==> src/hdl/sad_params.svh <==
// Purpose: Offsets, field positions, reset values and timing counts of the converter sequencer
// Assumes: AXI4-Lite byte addresses are four times the register index
// Notes: Definitions only
`ifndef SAD_PARAMS_SVH
`define SAD_PARAMS_SVH
`define SAD_IDX_CTRL_A 8'h0e
`define SAD_IDX_CTRL_B 8'h0f
`define SAD_IDX_RES_UP 8'h1f
`define SAD_IDX_STAT_LO 8'h20
`define SAD_IDX_POWER 8'h21
`define SAD_CTRL_A_RST 8'h10
`define SAD_CTRL_B_RST 8'h10
`define SAD_A_START 7
`define SAD_A_MODE_HI 6
`define SAD_A_MODE_LO 5
`define SAD_A_INDIS 4
`define SAD_B_LADDER 5
`define SAD_B_ACK_HI 3
`define SAD_B_ACK_LO 1
`define SAD_S_DONE 5
`define SAD_S_BUSY 4
`define SAD_NUM_CH 4'h6
`define SAD_CYC_000 11'd39
`define SAD_CYC_010 11'd78
`define SAD_CYC_011 11'd156
`define SAD_CYC_100 11'd312
`define SAD_CYC_101 11'd624
`define SAD_CYC_110 11'd1248
`endif

==> src/hdl/sad_pkg.sv <==
// Purpose: Types shared by the converter sequencer
// Assumes: Constants live in sad_params.svh
// Notes: Mode and state enums use written-out codes
package sad_pkg;
  typedef enum logic [1:0] {
    SAD_MODE_OFF = 2'b00,
    SAD_MODE_SINGLE = 2'b01,
    SAD_MODE_RSVD = 2'b10,
    SAD_MODE_REPEAT = 2'b11
  } sad_mode_t;
  typedef enum logic [1:0] {
    SAD_ST_IDLE = 2'b00,
    SAD_ST_CONV = 2'b01
  } sad_state_t;
  typedef struct packed {
    logic [5:0] addr;
    logic [31:0] data;
  } sad_bus_word_t;
endpackage

==> src/hdl/sad_seq.sv <==
// Purpose: Control, status and sequencing of a 10-bit successive-approximation converter
// Assumes: Analog core returns a 10-bit code in sar_code whenever sampled at the end of a run
// Notes: AXI4-Lite slave; power register at index 0x21 reports and drives low-power modes
//
// Decided for this implementation: the AXI4-Lite slave port.
`timescale 1ns/1ns
`include "sad_params.svh"

module sad_seq
  import sad_pkg::*;
(
  // Clock and reset
  input wire logic aclk,
  input wire logic aresetn,
  // AXI4-Lite write
  input wire logic [7:0] s_axi_awaddr,
  input wire logic s_axi_awvalid,
  output logic s_axi_awready,
  input wire logic [31:0] s_axi_wdata,
  input wire logic [3:0] s_axi_wstrb,
  input wire logic s_axi_wvalid,
  output logic s_axi_wready,
  output logic [1:0] s_axi_bresp,
  output logic s_axi_bvalid,
  input wire logic s_axi_bready,
  // AXI4-Lite read
  input wire logic [7:0] s_axi_araddr,
  input wire logic s_axi_arvalid,
  output logic s_axi_arready,
  output logic [31:0] s_axi_rdata,
  output logic [1:0] s_axi_rresp,
  output logic s_axi_rvalid,
  input wire logic s_axi_rready,
  // Analog core
  input wire logic [9:0] sar_code,
  output logic [2:0] sar_channel,
  output logic sar_sample,
  output logic analog_in_enable,
  output logic ladder_connect,
  // Events
  output logic conv_done_irq
);

  // Register state
  logic [7:0] conversion_control_a;
  logic [7:0] conversion_control_b;
  logic [9:0] result;
  logic conv_done_flag;
  logic conv_busy_flag;
  logic [3:0] noise;
  logic [1:0] power_mode;
  logic standby;
  logic low_power;
  sad_state_t state;
  logic [10:0] count;
  logic [10:0] conv_len;
  sad_mode_t mode;

  // AXI channel state
  logic aw_held;
  logic w_held;
  logic [5:0] aw_idx;
  logic [31:0] w_data;
  logic [3:0] w_strb;
  logic wr_go;
  logic rd_go;
  logic [7:0] ar_idx;
  logic [7:0] next_rdata;

  assign mode = sad_mode_t'(conversion_control_a[`SAD_A_MODE_HI:`SAD_A_MODE_LO]);
  // Power field: 00 normal, 01 sleep, 10 slow, 11 stop
  assign low_power = (power_mode != 2'b00);
  assign standby = power_mode[1];

  // Address and data may arrive in either order; each is held until both are in
  assign s_axi_awready = !aw_held && !s_axi_bvalid;
  assign s_axi_wready = !w_held && !s_axi_bvalid;
  assign wr_go = (aw_held || s_axi_awvalid) && (w_held || s_axi_wvalid) && !s_axi_bvalid;
  assign s_axi_arready = !s_axi_rvalid;
  assign rd_go = s_axi_arvalid && !s_axi_rvalid;
  assign ar_idx = {2'b00, s_axi_araddr[7:2]};
  assign s_axi_bresp = 2'b00;
  assign s_axi_rresp = 2'b00;

  always_ff @(posedge aclk) begin
    if (!aresetn) begin
      aw_held <= 1'b0;
      w_held <= 1'b0;
      aw_idx <= 6'h00;
      w_data <= 32'h0000_0000;
      w_strb <= 4'h0;
      s_axi_bvalid <= 1'b0;
    end else begin
      if (s_axi_awvalid && s_axi_awready) begin
        aw_held <= 1'b1;
        aw_idx <= s_axi_awaddr[7:2];
      end
      if (s_axi_wvalid && s_axi_wready) begin
        w_held <= 1'b1;
        w_data <= s_axi_wdata;
        w_strb <= s_axi_wstrb;
      end
      if (wr_go) begin
        aw_held <= 1'b0;
        w_held <= 1'b0;
        s_axi_bvalid <= 1'b1;
      end else if (s_axi_bready) begin
        s_axi_bvalid <= 1'b0;
      end
    end
  end

  // Write fields, seen combinationally at the completing edge
  logic [7:0] wi;
  logic [7:0] wb;
  logic wb_en;
  assign wi = {2'b00, (aw_held ? aw_idx : s_axi_awaddr[7:2])};
  assign wb = w_held ? w_data[7:0] : s_axi_wdata[7:0];
  assign wb_en = w_held ? w_strb[0] : s_axi_wstrb[0];

  always_ff @(posedge aclk) begin
    if (!aresetn) begin
      power_mode <= 2'b00;
    end else if (wr_go && wb_en && wi == `SAD_IDX_POWER) begin
      power_mode <= wb[1:0];
    end
  end

  logic start_now;
  logic finish_now;
  assign finish_now = (state == SAD_ST_CONV) && (count == 11'd1);
  // Reserved mode 10 acts as off, so a run cut by it never stores a result
  logic run_ok;
  assign run_ok = (mode == SAD_MODE_SINGLE || mode == SAD_MODE_REPEAT);
  // Only single and repeat modes may launch
  // Start bit in single mode launches one run
  // Repeat mode relaunches at each completion
  assign start_now = !low_power && (mode == SAD_MODE_SINGLE || mode == SAD_MODE_REPEAT) &&
    ((conversion_control_a[`SAD_A_START] && state == SAD_ST_IDLE) ||
     (finish_now && mode == SAD_MODE_REPEAT));

  // First control register locked in low power
  always_ff @(posedge aclk) begin
    if (!aresetn || low_power) begin
      conversion_control_a <= `SAD_CTRL_A_RST;
    end else begin
      if (wr_go && wb_en && wi == `SAD_IDX_CTRL_A) begin
        conversion_control_a <= wb;
      end else if (start_now) begin
        conversion_control_a[`SAD_A_START] <= 1'b0;
      end
    end
  end

  // Second control register locked in low power
  // Both controls return to reset values
  always_ff @(posedge aclk) begin
    if (!aresetn || low_power) begin
      conversion_control_b <= `SAD_CTRL_B_RST;
    end else if (wr_go && wb_en && wi == `SAD_IDX_CTRL_B) begin
      conversion_control_b <= wb;
    end
  end

  always_comb begin
    case (conversion_control_b[`SAD_B_ACK_HI:`SAD_B_ACK_LO])
      3'b000: conv_len = `SAD_CYC_000;
      3'b010: conv_len = `SAD_CYC_010;
      3'b011: conv_len = `SAD_CYC_011;
      3'b100: conv_len = `SAD_CYC_100;
      3'b101: conv_len = `SAD_CYC_101;
      3'b110: conv_len = `SAD_CYC_110;
      default: conv_len = `SAD_CYC_000;
    endcase
  end

  // Mode 00 or low power halts immediately
  always_ff @(posedge aclk) begin
    if (!aresetn) begin
      state <= SAD_ST_IDLE;
      count <= 11'd0;
    end else if (low_power || mode == SAD_MODE_OFF || mode == SAD_MODE_RSVD) begin
      state <= SAD_ST_IDLE;
      count <= 11'd0;
    end else begin
      case (state)
        SAD_ST_IDLE: begin
          if (start_now) begin
            state <= SAD_ST_CONV;
            count <= conv_len;
          end
        end
        SAD_ST_CONV: begin
          if (start_now) begin
            count <= conv_len;
          end else if (finish_now) begin
            state <= SAD_ST_IDLE;
          end else begin
            count <= count - 11'd1;
          end
        end
        default: state <= SAD_ST_IDLE;
      endcase
    end
  end

  // Busy follows the run and drops in sleep, slow and stop
  assign conv_busy_flag = (state == SAD_ST_CONV);

  logic rd_upper;
  assign rd_upper = rd_go && ar_idx == `SAD_IDX_RES_UP;

  // Result, done and interrupt on the same edge
  // Standby leaves result indeterminate; cleared here
  always_ff @(posedge aclk) begin
    if (!aresetn || standby) begin
      result <= 10'h000;
    end else if (finish_now && !low_power && run_ok) begin
      result <= sar_code;
    end
  end

  // Upper read clears done; completion wins over the clear
  // Fresh start clears done, result kept
  always_ff @(posedge aclk) begin
    if (!aresetn || low_power) begin
      conv_done_flag <= 1'b0;
    end else if (finish_now && run_ok) begin
      conv_done_flag <= 1'b1;
    end else if (rd_upper || (start_now && state == SAD_ST_IDLE)) begin
      conv_done_flag <= 1'b0;
    end
  end

  always_ff @(posedge aclk) begin
    if (!aresetn) begin
      conv_done_irq <= 1'b0;
    end else begin
      conv_done_irq <= finish_now && !low_power && run_ok;
    end
  end

  // Unstable bits modelled by a free-running LFSR
  always_ff @(posedge aclk) begin
    if (!aresetn) begin
      noise <= 4'h1;
    end else begin
      noise <= {noise[2:0], noise[3] ^ noise[2]};
    end
  end

  // Reserved channel codes fall back to input 0
  // Channel taken live; software keeps it still while busy
  assign sar_channel = (conversion_control_a[3:0] < `SAD_NUM_CH) ?
    conversion_control_a[2:0] : 3'h0;
  assign sar_sample = start_now;
  // Input-disable bit gates the analog inputs
  assign analog_in_enable = !conversion_control_a[`SAD_A_INDIS];
  assign ladder_connect = conversion_control_b[`SAD_B_LADDER] && !standby;

  // Result split across upper and status
  // Bits 7:6 of second control read unstable
  always_comb begin
    case (ar_idx)
      `SAD_IDX_CTRL_A: next_rdata = conversion_control_a;
      `SAD_IDX_CTRL_B: next_rdata = {noise[1:0], conversion_control_b[5:0]};
      `SAD_IDX_RES_UP: next_rdata = result[9:2];
      `SAD_IDX_STAT_LO: next_rdata = {result[1:0], conv_done_flag, conv_busy_flag, noise};
      `SAD_IDX_POWER: next_rdata = {6'h00, power_mode};
      default: next_rdata = 8'h00;
    endcase
  end

  always_ff @(posedge aclk) begin
    if (!aresetn) begin
      s_axi_rvalid <= 1'b0;
      s_axi_rdata <= 32'h0000_0000;
    end else if (rd_go) begin
      s_axi_rvalid <= 1'b1;
      s_axi_rdata <= {24'h000000, next_rdata};
    end else if (s_axi_rready) begin
      s_axi_rvalid <= 1'b0;
    end
  end

  // Assertions
  a_start_clears: assert property (@(posedge aclk) disable iff (!aresetn)
    start_now && !(wr_go && wi == `SAD_IDX_CTRL_A) |=> !conversion_control_a[`SAD_A_START])
    else $error("start bit did not clear");
  a_off_idle: assert property (@(posedge aclk) disable iff (!aresetn)
    mode == SAD_MODE_OFF |=> !conv_busy_flag)
    else $error("busy while disabled");
  a_done_irq: assert property (@(posedge aclk) disable iff (!aresetn)
    conv_done_irq |-> conv_done_flag && result == $past(sar_code))
    else $error("done, result and interrupt disagree");
  a_repeat_run: assert property (@(posedge aclk) disable iff (!aresetn)
    finish_now && mode == SAD_MODE_REPEAT && !low_power |=> conv_busy_flag)
    else $error("repeat did not restart");
  a_halt_keep: assert property (@(posedge aclk) disable iff (!aresetn)
    mode == SAD_MODE_OFF && !standby |=> $stable(result))
    else $error("result changed while disabled");
  a_read_clear: assert property (@(posedge aclk) disable iff (!aresetn)
    rd_upper && !finish_now |=> !conv_done_flag)
    else $error("done not cleared by upper read");
  a_low_busy: assert property (@(posedge aclk) disable iff (!aresetn)
    low_power |=> !conv_busy_flag && conversion_control_a == `SAD_CTRL_A_RST)
    else $error("busy or control survived low power");
  a_len_count: assert property (@(posedge aclk) disable iff (!aresetn)
    state == SAD_ST_IDLE && start_now |=> count == $past(conv_len))
    else $error("wrong conversion length");
  a_ladder_off: assert property (@(posedge aclk) disable iff (!aresetn)
    standby |-> !ladder_connect)
    else $error("ladder left connected");
  a_b_locked: assert property (@(posedge aclk) disable iff (!aresetn)
    low_power |=> conversion_control_b == `SAD_CTRL_B_RST)
    else $error("second control written in low power");

endmodule

==> config.mk <==
export PLATFORM = sky130hd
export DESIGN_NAME = sad_seq
export DESIGN_NICKNAME = d
export VERILOG_FILES = /design/src/hdl/sad_pkg.sv /design/src/hdl/sad_seq.sv
export VERILOG_INCLUDE_DIRS = /design/src /design/src/hdl
export SDC_FILE = /design/constraint.sdc
export NUM_CORES = 1
export LEC_CHECK = 0
export ABC_CLOCK_PERIOD_IN_PS = 2300
export BUFFER_PORTS_ARGS = -buffer_cell sky130_fd_sc_hd__buf_4
export CAP_MARGIN = 20
export CORE_AREA = 5 5 103 105
export CTS_BUF_LIST = sky130_fd_sc_hd__clkbuf_16
export DETAILED_ROUTE_END_ITERATION = 7
export DIE_AREA = 0 0 108 110
export MAX_ROUTING_LAYER = met4
export PLACE_DENSITY = 0.67
export SLEW_MARGIN = 20
export SYNTH_ARGS = -nofsm -noshare
export SYNTH_HDL_FRONTEND = slang
export SYNTH_SLANG_ARGS = --single-unit
==> constraint.sdc <==
create_clock -name aclk -period 2.3 [get_ports aclk]
set_input_delay 0.23 -clock aclk [delete_from_list [all_inputs] [get_ports aclk]]
set_output_delay 0.23 -clock aclk [all_outputs]
set_load 0.03 [all_outputs]
==> run_results.csv, run 1 <==
group,metric,value,unit
placed_design,dp_hpwl,6945,µm
sta,skew,0.008126,ns
power,p_per_area,657.3,mW/mm²
cts,clock-sinks,71,
placed_design,port_buffers,57,
setup_path,r2r_slack,0.02,ns
run,drv_cap,0,
hold_path,min_from,"s_axi_rready",
cts,cts-root-buf,"clkbuf_16",
setup_path,cp_data_arrival_time,2.10,ns
sta,slew_headroom,57.97,%
setup_path,cpLargestDelayFamily,"simple AND/OR/NAND/NOR gates",
synthesis,synth_area,0.003699,mm²
synthesis,synth-async-reset-ratio,0,%
global_routing,antenna_found_initial,0,
setup_path,rr_endpoint,"count[8]$_SDFFE_PP0P_",
sta,fmax,428.6,MHz
synthesis,synth_top_cells_by_count,"dfxtp_1, nand2_1, mux2i_1, nor2_1, a21oi_1",
floorplan,ioPinCount,117,
cts,clock_latency,0.33,ns
drt,wire_per_inst,14.63,µm
synthesis,ys_seq_area_share,38.43,%
cts,cts_hold_buf,0,
finish,layout-drive-gt1-share,22.76,%
setup_path,r2r_start,"count[8]$_SDFFE_PP0P_",
setup_path,startpoint,"count[8]$_SDFFE_PP0P_",
global_routing,gr-usage-all-layers,16.94,%
power,finalPower,3.020,mW
drt,viasPerCell,5.175,
power,ir_drop,0.0003885,V
synthesis,synth_edf_count,0,
drt,vias,3348,
global_routing,grt_max_degree,21,
sta,fin_crit,2.333,ns
cts,htreeDepth,3,
power,power.leakage,2.014,nW
setup_path,crit_chain,"or4_4 -> or4_4 -> buf_6 -> o21ai_4 -> buf_6",
setup_path,crit_end,"sar_sample",
cts,clockBufferDepth,2,
sta,timing.final.crit_share,101.4,%
synthesis,synth_cell_type_count,54,
floorplan,fp.coreArea,0.009549,mm²
finish,area_delta_synth_final,24.22,%
placed_design,place.gp.congestion,0.8384,
setup_path,cpPeakStageDelay,0.54,ns
setup_path,critPathBufInv,2,
drt,firstDrtPassIters,4,
synthesis,yosysMostFrequentCell,"dfxtp_1",
sta,report.final.slew_viol_count,0,
cts,cts_tree,"yes",
global_routing,grt_overflow,0,
setup_path,path_class,"flip-flop to output port",
drt,routed_wl,9464,µm
sta,rsz0062_at_grt,"true",
synthesis,synth_area_leaders,"dfxtp_1, mux2i_1, nand2_1, buf_4, a21oi_1",
cts,cts_buffers,9,
hold_path,hp-class,"primary input to flip-flop",
drt,drc,0,
floorplan,die_area,0.01188,mm²
drt,drt_iter0_markers,227,
finish,final_cells,647,
setup_path,required,2.07,ns
synthesis,postSynthCellCount,439,
cts,clk_pin_slew,0.06,ns
synthesis,ys_ff_latch,71,
synthesis,ys_warn_count,0,
setup_path,crit_slowest_cell,"or4_4",
synthesis,synth_top_flop_cell,"dfxtp_1",
sta,hold_viol,0,
run_status,failed_checks,"negative setup slack",
setup_path,crit_fanout,3,
setup_path,endpoint_kind,"output port",
finish,n_fill_cell,960,
synthesis,syn_avg_cell_area,8.425,µm²
setup_path,critPathLaunchType,"flip-flop",
synthesis,synth_area_leader_cell,"dfxtp_1",
floorplan,die_h,110,µm
synthesis,synth_top_cell_area_share,38.43,%
setup_path,worst-path-stages,5,
global_routing,grt_pass1_wl,15570,µm
drt,detail-route-antenna-nets,0,
floorplan,rows,36,
sta,max_slew.worst_pin.slew,0.6257,ns
sta,layout_setup_ws,-0.03323,ns
global_routing,grt_pass1_vias,3201,
floorplan,start_util,38.73,%
run_status,run_status,"finished with violations",
finish,nNetsFinal,580,
floorplan,die-width,108,µm
setup_path,worstRegToRegCells,5,
finish,diodes,0,
sta,setup_viol,1,
placed_design,dp_cells,628,
-- metal layers --
metal,GRT usage [%],up-vias,part of all wire [%]
met1,20.93,1592,46
met4,5.500,0,1.5
met5,-,-,0
li1,-,1631,-
met2,27.31,112,46
met3,4.252,13,6.5
-- registers in the layout (all words and copies together), names as in the netlist, 2 cells and up --
name and count:
count 11, result 10, s_axi_rdata 8, noise 4, w_data 8, aw_idx 6
power_mode 2, conversion_control_a 8, conversion_control_b 6
-- cell type report --
type                    count  area, µm²  share of cell area (%)
clock buffers               9      225.2                   4.902
clock inverters             7      72.57                   1.580
well taps                 133      166.4                   3.622
repair buffers             79      600.6                   13.07
flip-flops and latches     71       1423                   30.96
inverters                  13      48.80                   1.062
multi-input cells         335       2058                   44.80
-- worst min-delay path by stage --
stage,endpoint,depth (start not counted)
floorplan,s_axi_rvalid$_SDFFE_PN0P_,1
global placement,s_axi_rvalid$_SDFFE_PN0P_,2
detailed placement,s_axi_rvalid$_SDFFE_PN0P_,2
CTS,s_axi_rvalid$_SDFFE_PN0P_,2
global route,s_axi_rvalid$_SDFFE_PN0P_,2
finish,s_axi_rvalid$_SDFFE_PN0P_,2
-- where the power goes --
group | switching [mW] | internal, mW
logic | 0.211 | 0.125
clock network | 0.550 | 0.841
registers | 0.0278 | 1.26
total | 0.789 | 2.23
-- cells in the final DEF, fill, tap and decap left out, types with 3 or more instances in the layout --
cell type	netlist	layout
a211oi_1	5	5
nand2_1	66	66
mux2_2	11	10
nor2_1	36	36
o22ai_1	5	5
nand4b_1	4	4
inv_1	12	13
and2_1	11	11
a221oi_1	3	3
nor2b_1	7	7
or2_2	3	3
nor3_1	9	9
mux2i_1	37	37
nor4_1	3	3
a32o_1	10	10
or3_1	3	3
conb_1	1	28
a21oi_1	29	29
buf_4	28	77
a22oi_1	3	3
nand2b_1	6	6
o21ai_0	18	17
nor3b_1	5	5
clkbuf_16	0	9
dfxtp_1	71	70
-- kinds of logic after synthesis --
logic type	after synthesis	share of synthesized area, %
buffers and inverters	60	9.201
XOR/XNOR	2	0.4737
multiplexers	48	13.36
other	1	0.1014
adder cells (fa/ha/maj)	2	0.6765
flip-flops	71	38.43
AND/OR/NAND/NOR	166	21.75
AO/OA/AOI/OAI	89	16.00
-- per-stage QoR --
| stage | worst slack, ns | instance area, µm² | hold slack, ns | utilization, % | setup TNS (ns) |
|---|---|---|---|---|---|
| global route | -0.07519 | 4594 | 0.08105 | 48.11 | -0.2496 |
| floorplan | 0.05669 | 3817 | 0.3290 | - | 0 |
| CTS | -0.03784 | 4578 | 0.08255 | 47.94 | -0.03784 |
| detailed placement | 0.01367 | 4257 | 0.4449 | 44.58 | 0 |
| global placement | 0.03144 | 4257 | 0.4135 | 44.58 | 0 |
| finish | -0.03323 | 4594 | 0.09304 | 48.11 | -0.03323 |
-- repair_timing --
item                       in CTS  in global routing
buffers inserted                1                  2
pin swaps                       1                  0
resized for setup               4                  1
cloned                          0                  0
setup endpoints to repair       1                 10
No activity file was read; power rests on OpenSTA's default activity.
==> inputs of run 2 (changes only) <==
- PLACE_DENSITY: 0.67 -> default
- PLACE_DENSITY_LB_ADDON: default -> 0.08
==> run_results.csv, run 2 (synthesis gave the netlist of run 1 again) <==
group,metric,value,unit
run_status,run_status,"finished with violations",
run_status,failed_checks,"negative setup slack",
drt,firstDrtPassIters,6,
sta,setup_tns,-0.06435,ns
hold_path,hp-class,"primary input to flip-flop",
floorplan,rows,36,
global_routing,antenna_found_initial,0,
drt,met1_length,4678,µm
floorplan,die_h,110,µm
cts,clk_pin_slew,0.06,ns
finish,regArea,0.001423,mm²
finish,max_flop_register,"count",
drt,wire_per_inst,14.84,µm
placed_design,port_buffers,57,
sta,fmax,428.3,MHz
drt,highest_layer,"met4",
drt,viasPerCell,4.980,
sta,fin_crit,2.335,ns
setup_path,required,2.07,ns
drt,drt_iter0_markers,178,
placed_design,dp_hpwl,7063,µm
sta,layout_setup_ws,-0.03491,ns
power,ir_drop,0.0004595,V
cts,htreeDepth,3,
floorplan,die-width,108,µm
sta,report.final.slew_viol_count,0,
global_routing,grt_max_degree,21,
finish,n_fill_cell,998,
cts,clock_latency,0.33,ns
setup_path,critPathLaunchType,"flip-flop",
placed_design,pre_cts_slack,0.01708,ns
floorplan,die_area,0.01188,mm²
power,p_per_area,664.8,mW/mm²
global_routing,gr-usage-all-layers,17.23,%
placed_design,place.gp.congestion,0.7948,
sta,rsz0062_at_grt,"true",
sta,setup_viol,2,
drt,vias,3252,
setup_path,crit_fanout,4,
drt,routed_wl,9689,µm
drt,drc,0,
setup_path,cp_data_arrival_time,2.10,ns
finish,layout-drive-gt1-share,24.04,%
cts,cts-root-buf,"clkbuf_16",
cts,clockBufferDepth,2,
floorplan,fp.coreArea,0.009549,mm²
finish,layout_commonest_cell,"buf_4",
floorplan,start_util,38.73,%
sta,hold_viol,0,
drt,detail-route-antenna-nets,0,
finish,nNetsFinal,586,
cts,cts_tree,"yes",
setup_path,path_class,"flip-flop to output port",
finish,area_delta_synth_final,27.03,%
cts,clock-sinks,71,
finish,layout_common_cells,"buf_4, dfxtp_1, nand2_1",
finish,reg_top3,"count x11, result x10",
global_routing,grt_pass1_vias,3228,
run,drv_cap,0,
drt,met2_length,4336,µm
finish,multi_input_area,0.002071,mm²
drt,routed-wl-met3,525,µm
finish,diodes,0,
floorplan,ioPinCount,117,
sta,timing.final.crit_share,101.5,%
setup_path,endpoint_kind,"output port",
power,power.leakage,2.067,nW
global_routing,grt_overflow,0,
global_routing,grt_pass1_wl,15840,µm
sta,skew,0.008089,ns
cts,cts_buffers,9,
cts,cts_hold_buf,0,
finish,largest_register_ffs,11,
## run 2: final timing paths
kind | end | from | slack, ns | cells past startpoint
worst max register to register | count[8]$_SDFFE_PP0P_ | count[8]$_SDFFE_PP0P_ | -0.03 | 6
worst max-delay path | sar_sample | count[8]$_SDFFE_PP0P_ | -0.03 | 5
worst min register to register | w_data[5]$_SDFFE_PN0P_ | w_data[5]$_SDFFE_PN0P_ | 0.45 | 2
worst min-delay path | s_axi_rvalid$_SDFFE_PN0P_ | s_axi_rready | 0.08 | 2
## run 2: metal layers
layer,GRT usage [%],vias to the layer above
met5,-,-
met4,5.050,0
met3,3.262,17
met2,27.26,84
met1,22.60,1503
li1,-,1648
## run 2: what timing repair did
action / in CTS / in global routing
gates resized for setup: 4 / 6
setup buffers: 0 / 7
setup endpoints to repair: 1 / 19
pin swaps: 1 / 3
## run 2: area by class of cell
type / instances / area share, %
timing repair buffer: 85 / 14.17
multi-input combinational: 335 / 44.07
inverter: 13 / 1.119
sequential: 71 / 30.28
tap: 133 / 3.542
clock buffer: 9 / 4.794
clock inverter: 7 / 2.024
## run 2: metrics by stage
stage	hold WS (ns)	util, %	std cells	instance area [µm²]	power (mW)
final	0.07544	49.20	653	4698	3.123
after floorplan	0.3290	-	466	3817	1.575
after detailed placement	0.4225	44.73	630	4272	1.655
after global placement	0.4161	44.73	630	4272	1.652
after CTS	0.07121	48.26	646	4608	3.165
after global routing	0.07828	49.20	653	4698	3.257
## run 2: worst max-delay path: stages (launching register included)
cell,delay [ns]
dfxtp_1,0.31
or4_4,0.56
or4_4,0.46
buf_6,0.15
o21ai_4,0.15
buf_6,0.15
## run 2: power breakdown
group / total (mW) / switching [mW] / internal, mW / leakage (nW)
Clock: 1.49 / 0.541 / 0.953 / 0.158
Sequential: 1.29 / 0.0275 / 1.26 / 0.577
Combinational: 0.338 / 0.212 / 0.126 / 1.33
Total: 3.12 / 0.780 / 2.34 / 2.07
